==> config.mk <==
export PLATFORM = sky130hd
export DESIGN_NAME = uds_top
export DESIGN_NICKNAME = d
export VERILOG_FILES = /design/src/inc/uds_pkg.sv /design/src/hw/uds_top.sv /design/src/hw/uds_ramp.sv
export VERILOG_INCLUDE_DIRS = /design/src /design/src/inc
export SDC_FILE = /design/constraint.sdc
export NUM_CORES = 1
export LEC_CHECK = 0
export BUFFER_PORTS_ARGS = -buffer_cell sky130_fd_sc_hd__buf_2
export CAP_MARGIN = 20
export CORE_ASPECT_RATIO = 0.7
export CORE_UTILIZATION = 55
export DETAILED_ROUTE_END_ITERATION = 10
export HOLD_SLACK_MARGIN = 0.08
export PLACE_DENSITY = 0.77
export SLEW_MARGIN = 40
export SYNTH_ARGS = -nofsm -noshare
export SYNTH_HDL_FRONTEND = slang
export SYNTH_HIERARCHICAL = 1
export SYNTH_SLANG_ARGS = --single-unit
==> constraint.sdc <==
create_clock -name clk -period 8.5 [get_ports clk]
set_input_delay 1.275 -clock clk [delete_from_list [all_inputs] [get_ports clk]]
set_output_delay 1.275 -clock clk [all_outputs]
set_load 0.1 [all_outputs]
==> src/inc/uds_cfg.svh <==
// Constants for the up/down speed reference block
`ifndef UDS_CFG_SVH
`define UDS_CFG_SVH
`define UDS_CLK_HZ 100000000
`define UDS_FW 16
`define UDS_MODE_CONT 2'h0
`define UDS_MODE_STEP 2'h1
`define UDS_MODE_COMB 2'h2
`define UDS_FN_UP 5'h0F
`define UDS_FN_DOWN 5'h10
`define UDS_FN_3WIRE 5'h11
`define UDS_FN_SAVE_INIT 5'h19
`define UDS_FRQ_UPDOWN 4'h8
`define UDS_HOLD_MS 3000
`define UDS_HOLD_CYC (`UDS_HOLD_MS * (`UDS_CLK_HZ / 1000))
`define UDS_TICK_US 10
`define UDS_TICK_CYC (`UDS_TICK_US * (`UDS_CLK_HZ / 1000000))
`define UDS_DWELL_FREQ_RST 16'h01F4
`define UDS_DWELL_TICK_MS 100
`define UDS_DWELL_TICK_CYC (`UDS_DWELL_TICK_MS * (`UDS_CLK_HZ / 1000))
`endif

==> src/inc/uds_pkg.sv <==
// Types for the up/down speed reference block
package uds_pkg;
  typedef struct packed {
    logic [15:0] maxFreq;
    logic [15:0] upperLim;
    logic [15:0] lowerLim;
    logic limitEn;
  } uds_limits_type;
  typedef enum logic [1:0] {DWELL_IDLE, DWELL_HOLD, DWELL_RUN} uds_dwell_type;
endpackage

==> src/hw/uds_top.sv <==
// Up/down speed reference, three-wire latch and dwell sequencing
`include "uds_cfg.svh"
`timescale 1ns/1ps
`default_nettype none
module uds_top
  import uds_pkg::*;
(
  // Clock and reset
  input wire logic clk,
  input wire logic rst_n,
  // Terminals and their function codes
  input wire logic [7:0] termIn,
  input wire logic [39:0] termFunc,
  input wire logic runStart,
  input wire logic stopCmd,
  // Configuration
  input wire logic [3:0] freqSrcSel,
  input wire logic [1:0] updownModeSel,
  input wire logic [15:0] updownStepFreq,
  input wire logic updownSaveSel,
  input wire logic [15:0] accelRate,
  input wire uds_limits_type limits,
  input wire logic [15:0] dwellFreq,
  input wire logic [6:0] dwellTime,
  // Results
  output logic [15:0] freqRef,
  output logic [15:0] updownSavedFreq,
  output logic runLatched,
  output logic dwellActive,
  output logic modeErr
);
  // ==========================================
  // Terminal decode
  function automatic logic anyFunc(input logic [7:0] t, input logic [39:0] f,
                                   input logic [4:0] code);
    logic r;
    r = 1'b0;
    for (int i = 0; i < 8; i++) begin
      if (f[i*5 +: 5] == code && t[i]) r = 1'b1;
    end
    return r;
  endfunction
  function automatic logic isAssigned(input logic [39:0] f, input logic [4:0] code);
    logic r;
    r = 1'b0;
    for (int i = 0; i < 8; i++) begin
      if (f[i*5 +: 5] == code) r = 1'b1;
    end
    return r;
  endfunction
  logic upIn, downIn, initIn, wireIn, udOn, udAssigned;
  always_comb begin
    upIn = anyFunc(termIn, termFunc, `UDS_FN_UP);
    downIn = anyFunc(termIn, termFunc, `UDS_FN_DOWN);
    initIn = anyFunc(termIn, termFunc, `UDS_FN_SAVE_INIT);
    wireIn = anyFunc(termIn, termFunc, `UDS_FN_3WIRE);
    udAssigned = isAssigned(termFunc, `UDS_FN_UP) | isAssigned(termFunc, `UDS_FN_DOWN);
    udOn = (freqSrcSel == `UDS_FRQ_UPDOWN);
  end
  logic upD_reg, downD_reg;
  always_ff @(posedge clk) begin
    if (!rst_n) begin
      upD_reg <= 1'b0;
      downD_reg <= 1'b0;
    end else begin
      upD_reg <= upIn;
      downD_reg <= downIn;
    end
  end
  logic upRise, downRise, upFall, downFall;
  always_comb begin
    upRise = upIn & ~upD_reg;
    downRise = downIn & ~downD_reg;
    upFall = ~upIn & upD_reg;
    downFall = ~downIn & downD_reg;
  end
  // ==========================================
  // Three-wire run latch
  // Pulse width is the driver's duty; a one-cycle start is latched if stop is low and the three-wire terminal is on or unassigned
  always_ff @(posedge clk) begin
    if (!rst_n) begin
      runLatched <= 1'b0;
    end else if (stopCmd) begin
      runLatched <= 1'b0;
    end else if (runStart && (wireIn || !isAssigned(termFunc, `UDS_FN_3WIRE))) begin
      runLatched <= 1'b1;
    end
  end
  // ==========================================
  // Rate tick and hold timer
  logic [9:0] tickCnt_reg;
  logic tick;
  always_ff @(posedge clk) begin
    if (!rst_n || tickCnt_reg == 10'(`UDS_TICK_CYC - 1)) begin
      tickCnt_reg <= 10'h000;
    end else begin
      tickCnt_reg <= tickCnt_reg + 10'h001;
    end
  end
  assign tick = (tickCnt_reg == 10'(`UDS_TICK_CYC - 1));
  logic [28:0] holdCnt_reg;
  logic holdDone;
  always_ff @(posedge clk) begin
    if (!rst_n || !(upIn ^ downIn)) begin
      holdCnt_reg <= 29'h00000000;
    end else if (!holdDone) begin
      holdCnt_reg <= holdCnt_reg + 29'h00000001;
    end
  end
  assign holdDone = (holdCnt_reg >= 29'(`UDS_HOLD_CYC));
  // ==========================================
  // Target computation
  logic [15:0] target_reg, hiLim, loLim;
  logic settled, contUp, contDown, stepOk;
  logic [1:0] mode;
  logic [15:0] rampOut;
  always_comb begin
    hiLim = (limits.limitEn && limits.upperLim < limits.maxFreq) ? limits.upperLim
                                                                 : limits.maxFreq;
    loLim = limits.limitEn ? limits.lowerLim : 16'h0000;
    mode = (updownModeSel > `UDS_MODE_COMB) ? `UDS_MODE_CONT : updownModeSel;
    contUp = upIn & ((mode == `UDS_MODE_CONT) | ((mode == `UDS_MODE_COMB) & holdDone));
    contDown = downIn & ((mode == `UDS_MODE_CONT) | ((mode == `UDS_MODE_COMB) & holdDone));
    stepOk = (mode != `UDS_MODE_CONT) & settled;
  end
  function automatic logic [15:0] clampAdd(input logic [15:0] a, input logic [15:0] b,
                                           input logic [15:0] hi);
    logic [16:0] s;
    s = {1'b0, a} + {1'b0, b};
    return (s > {1'b0, hi}) ? hi : s[15:0];
  endfunction
  function automatic logic [15:0] clampSub(input logic [15:0] a, input logic [15:0] b,
                                           input logic [15:0] lo);
    // Compare in 17 bits so a large lower limit plus step cannot wrap
    return ({1'b0, a} < ({1'b0, lo} + {1'b0, b})) ? lo : a - b;
  endfunction
  always_ff @(posedge clk) begin
    if (!rst_n) begin
      target_reg <= 16'h0000;
    end else if (!udOn) begin
      target_reg <= target_reg;
    end else if (contUp) begin
      target_reg <= hiLim;
    end else if (contDown) begin
      target_reg <= loLim;
    end else if (upRise && stepOk) begin
      target_reg <= clampAdd(rampOut, updownStepFreq, hiLim);
    end else if (downRise && stepOk) begin
      target_reg <= clampSub(rampOut, updownStepFreq, loLim);
    end else if ((upFall || downFall) && (mode != `UDS_MODE_STEP)) begin
      target_reg <= rampOut; // Continuous phase ends where the ramp stands
    end
  end
  uds_ramp rampInst (
    .clk(clk),
    .rst_n(rst_n),
    .tick(tick),
    .rate(accelRate),
    .target(target_reg),
    .freqOut(rampOut),
    .settled(settled)
  );
  // ==========================================
  // Saved frequency
  always_ff @(posedge clk) begin
    if (!rst_n) begin
      updownSavedFreq <= 16'h0000;
    end else if (initIn && !(upIn || downIn)) begin
      updownSavedFreq <= 16'h0000;
    end else if (updownSaveSel && udAssigned && (upFall || downFall)) begin
      updownSavedFreq <= rampOut;
    end else if (updownSaveSel && !udAssigned && stopCmd && runLatched) begin
      updownSavedFreq <= updownSavedFreq;
    end
  end
  // ==========================================
  // Dwell sequence
  uds_dwell_type dState_reg;
  logic [6:0] dCnt_reg;
  logic [23:0] dTick_reg;
  always_ff @(posedge clk) begin
    if (!rst_n) begin
      dState_reg <= DWELL_IDLE;
      dCnt_reg <= 7'h00;
      dTick_reg <= 24'h000000;
    end else if (!runLatched) begin
      dState_reg <= DWELL_IDLE;
    end else begin
      unique case (dState_reg)
        DWELL_IDLE: begin
          dCnt_reg <= 7'h00;
          dTick_reg <= 24'h000000;
          dState_reg <= (dwellTime == 7'h00) ? DWELL_RUN : DWELL_HOLD;
        end
        DWELL_HOLD: begin
          if (dTick_reg == 24'(`UDS_DWELL_TICK_CYC - 1)) begin
            dTick_reg <= 24'h000000;
            dCnt_reg <= dCnt_reg + 7'h01;
            if (dCnt_reg + 7'h01 >= dwellTime) dState_reg <= DWELL_RUN;
          end else begin
            dTick_reg <= dTick_reg + 24'h000001;
          end
        end
        DWELL_RUN: dState_reg <= DWELL_RUN;
      endcase
    end
  end
  // ==========================================
  // Outputs
  always_ff @(posedge clk) begin
    if (!rst_n) begin
      freqRef <= 16'h0000;
      dwellActive <= 1'b0;
      modeErr <= 1'b0;
    end else begin
      dwellActive <= (dState_reg == DWELL_HOLD);
      freqRef <= !runLatched ? 16'h0000 :
                 (dState_reg != DWELL_RUN) ? dwellFreq : rampOut;
      modeErr <= (updownModeSel > `UDS_MODE_COMB);
    end
  end
endmodule
`default_nettype wire

==> src/hw/uds_ramp.sv <==
// Rate limited ramp of the output reference toward a target
`timescale 1ns/1ps
`default_nettype none
module uds_ramp
  import uds_pkg::*;
(
  // Clock and reset
  input wire logic clk,
  input wire logic rst_n,
  // Control
  input wire logic tick,
  input wire logic [15:0] rate,
  input wire logic [15:0] target,
  // Result
  output logic [15:0] freqOut,
  output logic settled
);
  logic [16:0] diff;
  always_comb begin
    diff = {1'b0, target} - {1'b0, freqOut};
  end
  // Both step and continuous changes share the same rate
  always_ff @(posedge clk) begin
    if (!rst_n) begin
      freqOut <= 16'h0000;
    end else if (tick) begin
      if (target > freqOut) begin
        freqOut <= (diff[15:0] > rate) ? freqOut + rate : target;
      end else if (target < freqOut) begin
        freqOut <= ((freqOut - target) > rate) ? freqOut - rate : target;
      end
    end
  end
  always_ff @(posedge clk) begin
    if (!rst_n) begin
      settled <= 1'b1;
    end else begin
      settled <= (target == freqOut);
    end
  end
endmodule
`default_nettype wire

# ---- After elaboration in Yosys (flattened, before gate mapping)
# Cells that the tools add are included.
dict set report classes {
  addsub 11
  multipliers 0
  div 0
  order_cmp 10
  n_eq_ne 43
  shifts 0
  n_mux 81
  bitwise_logic 16
  reduce_logical 64
}
# cell n
set op_table {}
lappend op_table {{$mux 16} 14}
lappend op_table {{$eq 5x5->1 const B} 24}
lappend op_table {{$sub 16x16->16} 4}
lappend op_table {{$mux 1} 58}
lappend op_table {{$gt 16x16->1} 3}
lappend op_table {{$pmux 24 s2} 1}
lappend op_table {{$eq 5x4->1 const B} 8}
lappend op_table {{$logic_and 1x1->1} 40}
lappend op_table {{$add 16x16->17} 2}
lappend op_table {{$lt 16x16->1} 2}
lappend op_table {{$add 29x1->29 const B} 1}
lappend op_table {{$ge 29x29->1 const B} 1}
lappend op_table {{$add 24x1->24 const B} 1}
lappend op_table {{$eq 24x24->1 const B} 1}
lappend op_table {{$mux 24} 1}
lappend op_table {{$gt 17x16->1} 1}
lappend op_table {{$lt 16x17->1} 1}
lappend op_table {{$add 16x16->16} 1}
lappend op_table {{$eq 16x16->1} 1}
lappend op_table {{$pmux 7 s2} 1}
lappend op_table {{$add 10x1->10 const B} 1}
lappend op_table {{$eq 10x10->1 const B} 1}
lappend op_table {{$reduce_and 2->1} 5}
lappend op_table {{$and 1x1->1} 8}
lappend op_table {{22 further kinds} 44}
dict set report totals {
  ff_bits 142
  latch_bits 0
  ramBits 0
  rom_bits 0
  inputBits 163
  out_inout_bits 35
  word_cells 240
  mem_count 0
}

# ---- Longest topological paths before layout
dict set report logic_depth {
  ltp_word 19
  mapped_depth 23
}

# ---- By module
# The synthesis kept the hierarchy.
# module instances cells_per_inst area_per_inst_um2
set modules_own_cells {}
lappend modules_own_cells {uds_top 1 1301 10398.7}
lappend modules_own_cells {uds_ramp 1 612 4575.6}

# ---- Worst setup path before layout
# Ideal clock, no wire load.
dict set report synth_path {
  path_type {input -> register}
  start {in limits[0] (netlist bit)}
  end {reg target_reg[10]}
  setup_time_ns 0.074
  arrival_ns 5.366
  required_time_ns 8.426
  path_slack_ns 3.060
  path_stages 23
  n_path_buf 1
  path_cell_list {clkbuf_1 nand2_1 inv_1 ha_1 a21o_1 a21oi_1 o21bai_1 a21o_1 a21oi_1 o31ai_1 a21o_1 a21oi_1 xor2_1 ha_1 o21a_1 o21a_1 o211ai_1 nor2_1 a21oi_1 o21ai_1 a21oi_1 a22oi_1 a31oi_1}
}
dict set report synth_via {
  elab_chain_cells 8
  word_cells_on_any_way 12
  cone_classes {add/sub: 1; order compare: 2; mux: 8; reduce/logical: 1}
}
# item line
set synth_rtl {}
lappend synth_rtl {{start: declaration} uds_top.sv:22} ;# input wire uds_limits_type limits,
lappend synth_rtl {{$mux 16} uds_top.sv:120} ;# loLim = limits.limitEn ? limits.lowerLim : 16'h0000;
lappend synth_rtl {{$add 16x16->17} uds_top.sv:135} ;# return ({1'b0, a} < ({1'b0, lo} + {1'b0, b})) ? lo : a - b;
lappend synth_rtl {{$lt 16x17->1} uds_top.sv:135}
lappend synth_rtl {{$mux 16} uds_top.sv:135}
lappend synth_rtl {{$mux 16} uds_top.sv:148} ;# end else if (downRise && stepOk) begin
lappend synth_rtl {{$mux 16} uds_top.sv:146} ;# end else if (upRise && stepOk) begin
lappend synth_rtl {{$mux 16} uds_top.sv:144} ;# end else if (contDown) begin
lappend synth_rtl {{$mux 16 *} uds_top.sv:142} ;# end else if (contUp) begin
lappend synth_rtl {{end signal: assignment} uds_top.sv:143} ;# target_reg <= hiLim;
lappend synth_rtl {{end signal: assignment} uds_top.sv:145} ;# target_reg <= loLim;
lappend synth_rtl {{end signal: assignment} uds_top.sv:147} ;# target_reg <= clampAdd(rampOut, updownStepFreq, hiLim);
lappend synth_rtl {{end: declaration} uds_top.sv:113} ;# logic [15:0] target_reg, hiLim, loLim;
# Every way passes the cells marked *; elsewhere a longest branch is shown, timed or not.
# A chain may end at the register's enable or synchronous reset.

# ---- Final worst setup path
dict set report layout_path {
  start {in limits[0] (netlist bit)}
  end {reg target_reg[4]}
}
# The elaborated chain is that of the path after synthesis.

==> out/metrics.csv <==
stage,metric,value,unit
critical_path,critPathKind,primary input to flip-flop,
status,failed_checks,design-rule violations,
synth,synth_area_leader_cell,dfxtp_1,
placement,dp_hpwl,38500,um
synth,ys_types,105,
layout,drive_gt1_frac,0.143,
die,core_area,26700,um^2
synth,synthTopCellsByArea,"dfxtp_1, ha_1, nor2_1, xnor2_1, a21oi_1",
timing,worstMarginPinSlew,0.859,ns
cts,clk_latency,0.44,ns
cts,cts_setup_buffers,0,
cts,ctsResizeCount,0,
synth,synthAdderAreaFrac,0.180,
worst_hold_path,min_path_type,flip-flop to flip-flop,
timing,hold_viol,0,
layout,n_antenna_cell,0,
timing,rsz0062_at_grt,no,
flow_run,drv_cap,0,
timing,max_freq,159,MHz
power,total_power,2030,uW
layout,final_common_cell,nor2_1,
worst_hold_path,holdPathStages,1,
global_routing,grt_pass1_wl,75600,um
die,dieWidth,199,um
route,drc,2,
synth,synth-simple-area-share,0.230,
route,num_vias,15400,
die,die_y,140,um
cts,cts_max_level,4,
route,ant_nets,0,
cts,cts_made_buffers,17,
global_routing,grt_max_degree,40,
power,p_leak,0.00762,uW
timing,clock-skew-final,0.0120,ns
timing,fin_crit_sh,0.741,
status,status,"finished, violations left",
critical_path,ff2ff_setup_slack,2.60,ns
global_routing,grt_usage,0.343,
timing,holdWs,0.443,ns
synth,synth_compound_area_frac,0.229,
cts,root_buffer,clkbuf_16,
synth,synth_top_family_by_area,simple AND/OR/NAND/NOR gates,
synth,synthDominantCellAreaShare,0.190,
die,rows,50,
synth,synth_warnings,6,
cts,clock_path_buffers,2,
synth,synthXorXnorAreaFrac,0.0743,
critical_path,r2r_end,rampInst/freqOut[10]$_SDFFE_PN0P_,
timing,setup_viol,0,
critical_path,end_kind,flip-flop,
synth,synth_edf_count,0,
critical_path,crit_arrival,6.65,ns
route,routed_wirelength,48700,um
synth,synth_seq_cells,142,
synth,synthCells,1913,
route,routedWlPerCell,19.8,um
critical_path,rr_worst_depth,17,
cts,cts.clk_slew.worst_paths,0.07,ns
critical_path,r2r-start,rampInst/freqOut[1]$_SDFFE_PN0P_,
timing,slew_headroom,0.427,
placement,place.gp.congestion,1.02,
placement,io_buffers,197,
synth,syn_area_per_cell,7.83,um^2
synth,ys_seq_area_frac,0.190,
synth,async_reset_ff_frac,0,
layout,largest_reg_flops,29,
synth,syn-cell-area,15000,um^2
cts,cts_tree,built,
layout,syn2layout_area_growth,12.2,%
cts,clkSinkCount,142,
critical_path,startpoint_type,primary input,
route,viasPerCell,6.28,
timing,setup_tns,0,ns
synth,synth_nets,2287,
synth,ys.flop_type,dfxtp_1,
global_routing,grt_antenna_before_repair,1,
route,drt_iter0_markers,1409,
power,power_density,121,nW/um^2
global_routing,grt_pass1_vias,14000,
worst_hold_path,whs_endpoint,tickCnt_reg[0]$_SDFF_PP0_,
die,start_util,0.561,
critical_path,required,8.85,ns
die,ios,198,
timing,finalMaxSlewViolations,0,
worst_hold_path,hold_start,tickCnt_reg[0]$_SDFF_PP0_,
synth,synth.area.mux_share,0.0343,
critical_path,cp_max_fo,17,
power,peakVddDrop,0.138,mV
die,die_area,27900,um^2
route,first_pass_iters,9,
global_routing,grt_overflow,0,
layout,nets,2450,
timing,finalCriticalPeriod,6.30,ns
cts,holdBufCountCts,0,
layout,layout_common_cells,"nor2_1, ha_1, buf_2",
where the power goes:
part	leakage [uW]	switching [uW]	internal, uW	total (uW)
registers	0.00115	6.73	672	679
logic	0.00618	341	209	550
clock network	0.000298	349	449	798
total	0.00762	696	1330	2030
final cells by class:
cell class | count | area, um^2
multi-input cells | 1555 | 11200
fillers | 2495 | 9910
flip-flops and latches | 142 | 2840
repair buffers | 209 | 1080
inverters | 151 | 567
well taps | 364 | 455
clock buffers | 17 | 425
clock inverters | 15 | 196
metrics by stage:
stage | util | std cells | instance area (um^2) | worst slack [ns]
after global placement | 0.605 | 2421 | 16200 | 2.13
after detailed placement | 0.606 | 2421 | 16200 | 1.93
after global routing | 0.629 | 2453 | 16800 | 1.95
final | 0.629 | 2453 | 16800 | 2.20
after floorplan | - | 1913 | 15000 | 3.06
after CTS | 0.629 | 2453 | 16800 | 2.39
routing by layer:
layer / global-route usage / wire (um)
met1: 0.486 / 21700
met2: 0.513 / 20500
met3: 0.0684 / 4840
met4: 0.121 / 1620
met5: 0 / 0
synthesized netlist by cell type, drive strengths merged (25+ instances only):
library cell	count
nor2	206
ha	204
inv	151
dfxtp	142
nand2	133
a21oi	121
o21ai	93
xnor2	73
xor2	54
nand3	53
mux2i	48
nand4	41
a21o	39
buf	34
clkbuf	31
nor3	31
a31oi	28
and2	27
and3	27
nand2b	26
o21a	25
cells by family after synthesis:
logic type | count (synthesis)
adder cells (fa/ha/maj) | 211
buffers and inverters | 216
AO/OA/AOI/OAI | 500
flip-flops | 142
multiplexers | 51
XOR/XNOR | 127
AND/OR/NAND/NOR | 666
worst max-delay path: stages:
cell and delay [ns]:
buf_2 0.31, nand2_1 0.16, inv_1 0.15, ha_1 0.25, a21o_1 0.17, a21oi_1 0.23
o21bai_1 0.09, a21o_1 0.20, a21oi_1 0.31, o31ai_1 0.21, a21o_1 0.21, a21oi_1 0.16
xor2_1 0.18, ha_1 0.25, o21a_1 0.17, o21a_1 0.17, o211ai_1 0.22, nor2_1 0.09
a21oi_1 0.62, o21ai_1 0.43, a21oi_1 0.44, a21boi_0 0.19, o32ai_1 0.14
worst max-delay path by stage:
stage,to,startpoint,cells after the start
floorplan,target_reg[10]$_SDFFE_PN0P_,limits[0],23
global placement,target_reg[9]$_SDFFE_PN0P_,limits[0],23
detailed placement,target_reg[9]$_SDFFE_PN0P_,limits[0],23
CTS,target_reg[9]$_SDFFE_PN0P_,limits[0],23
global route,target_reg[9]$_SDFFE_PN0P_,limits[0],23
finish,target_reg[4]$_SDFFE_PN0P_,limits[0],23
(Power assumes the default switching activity.)
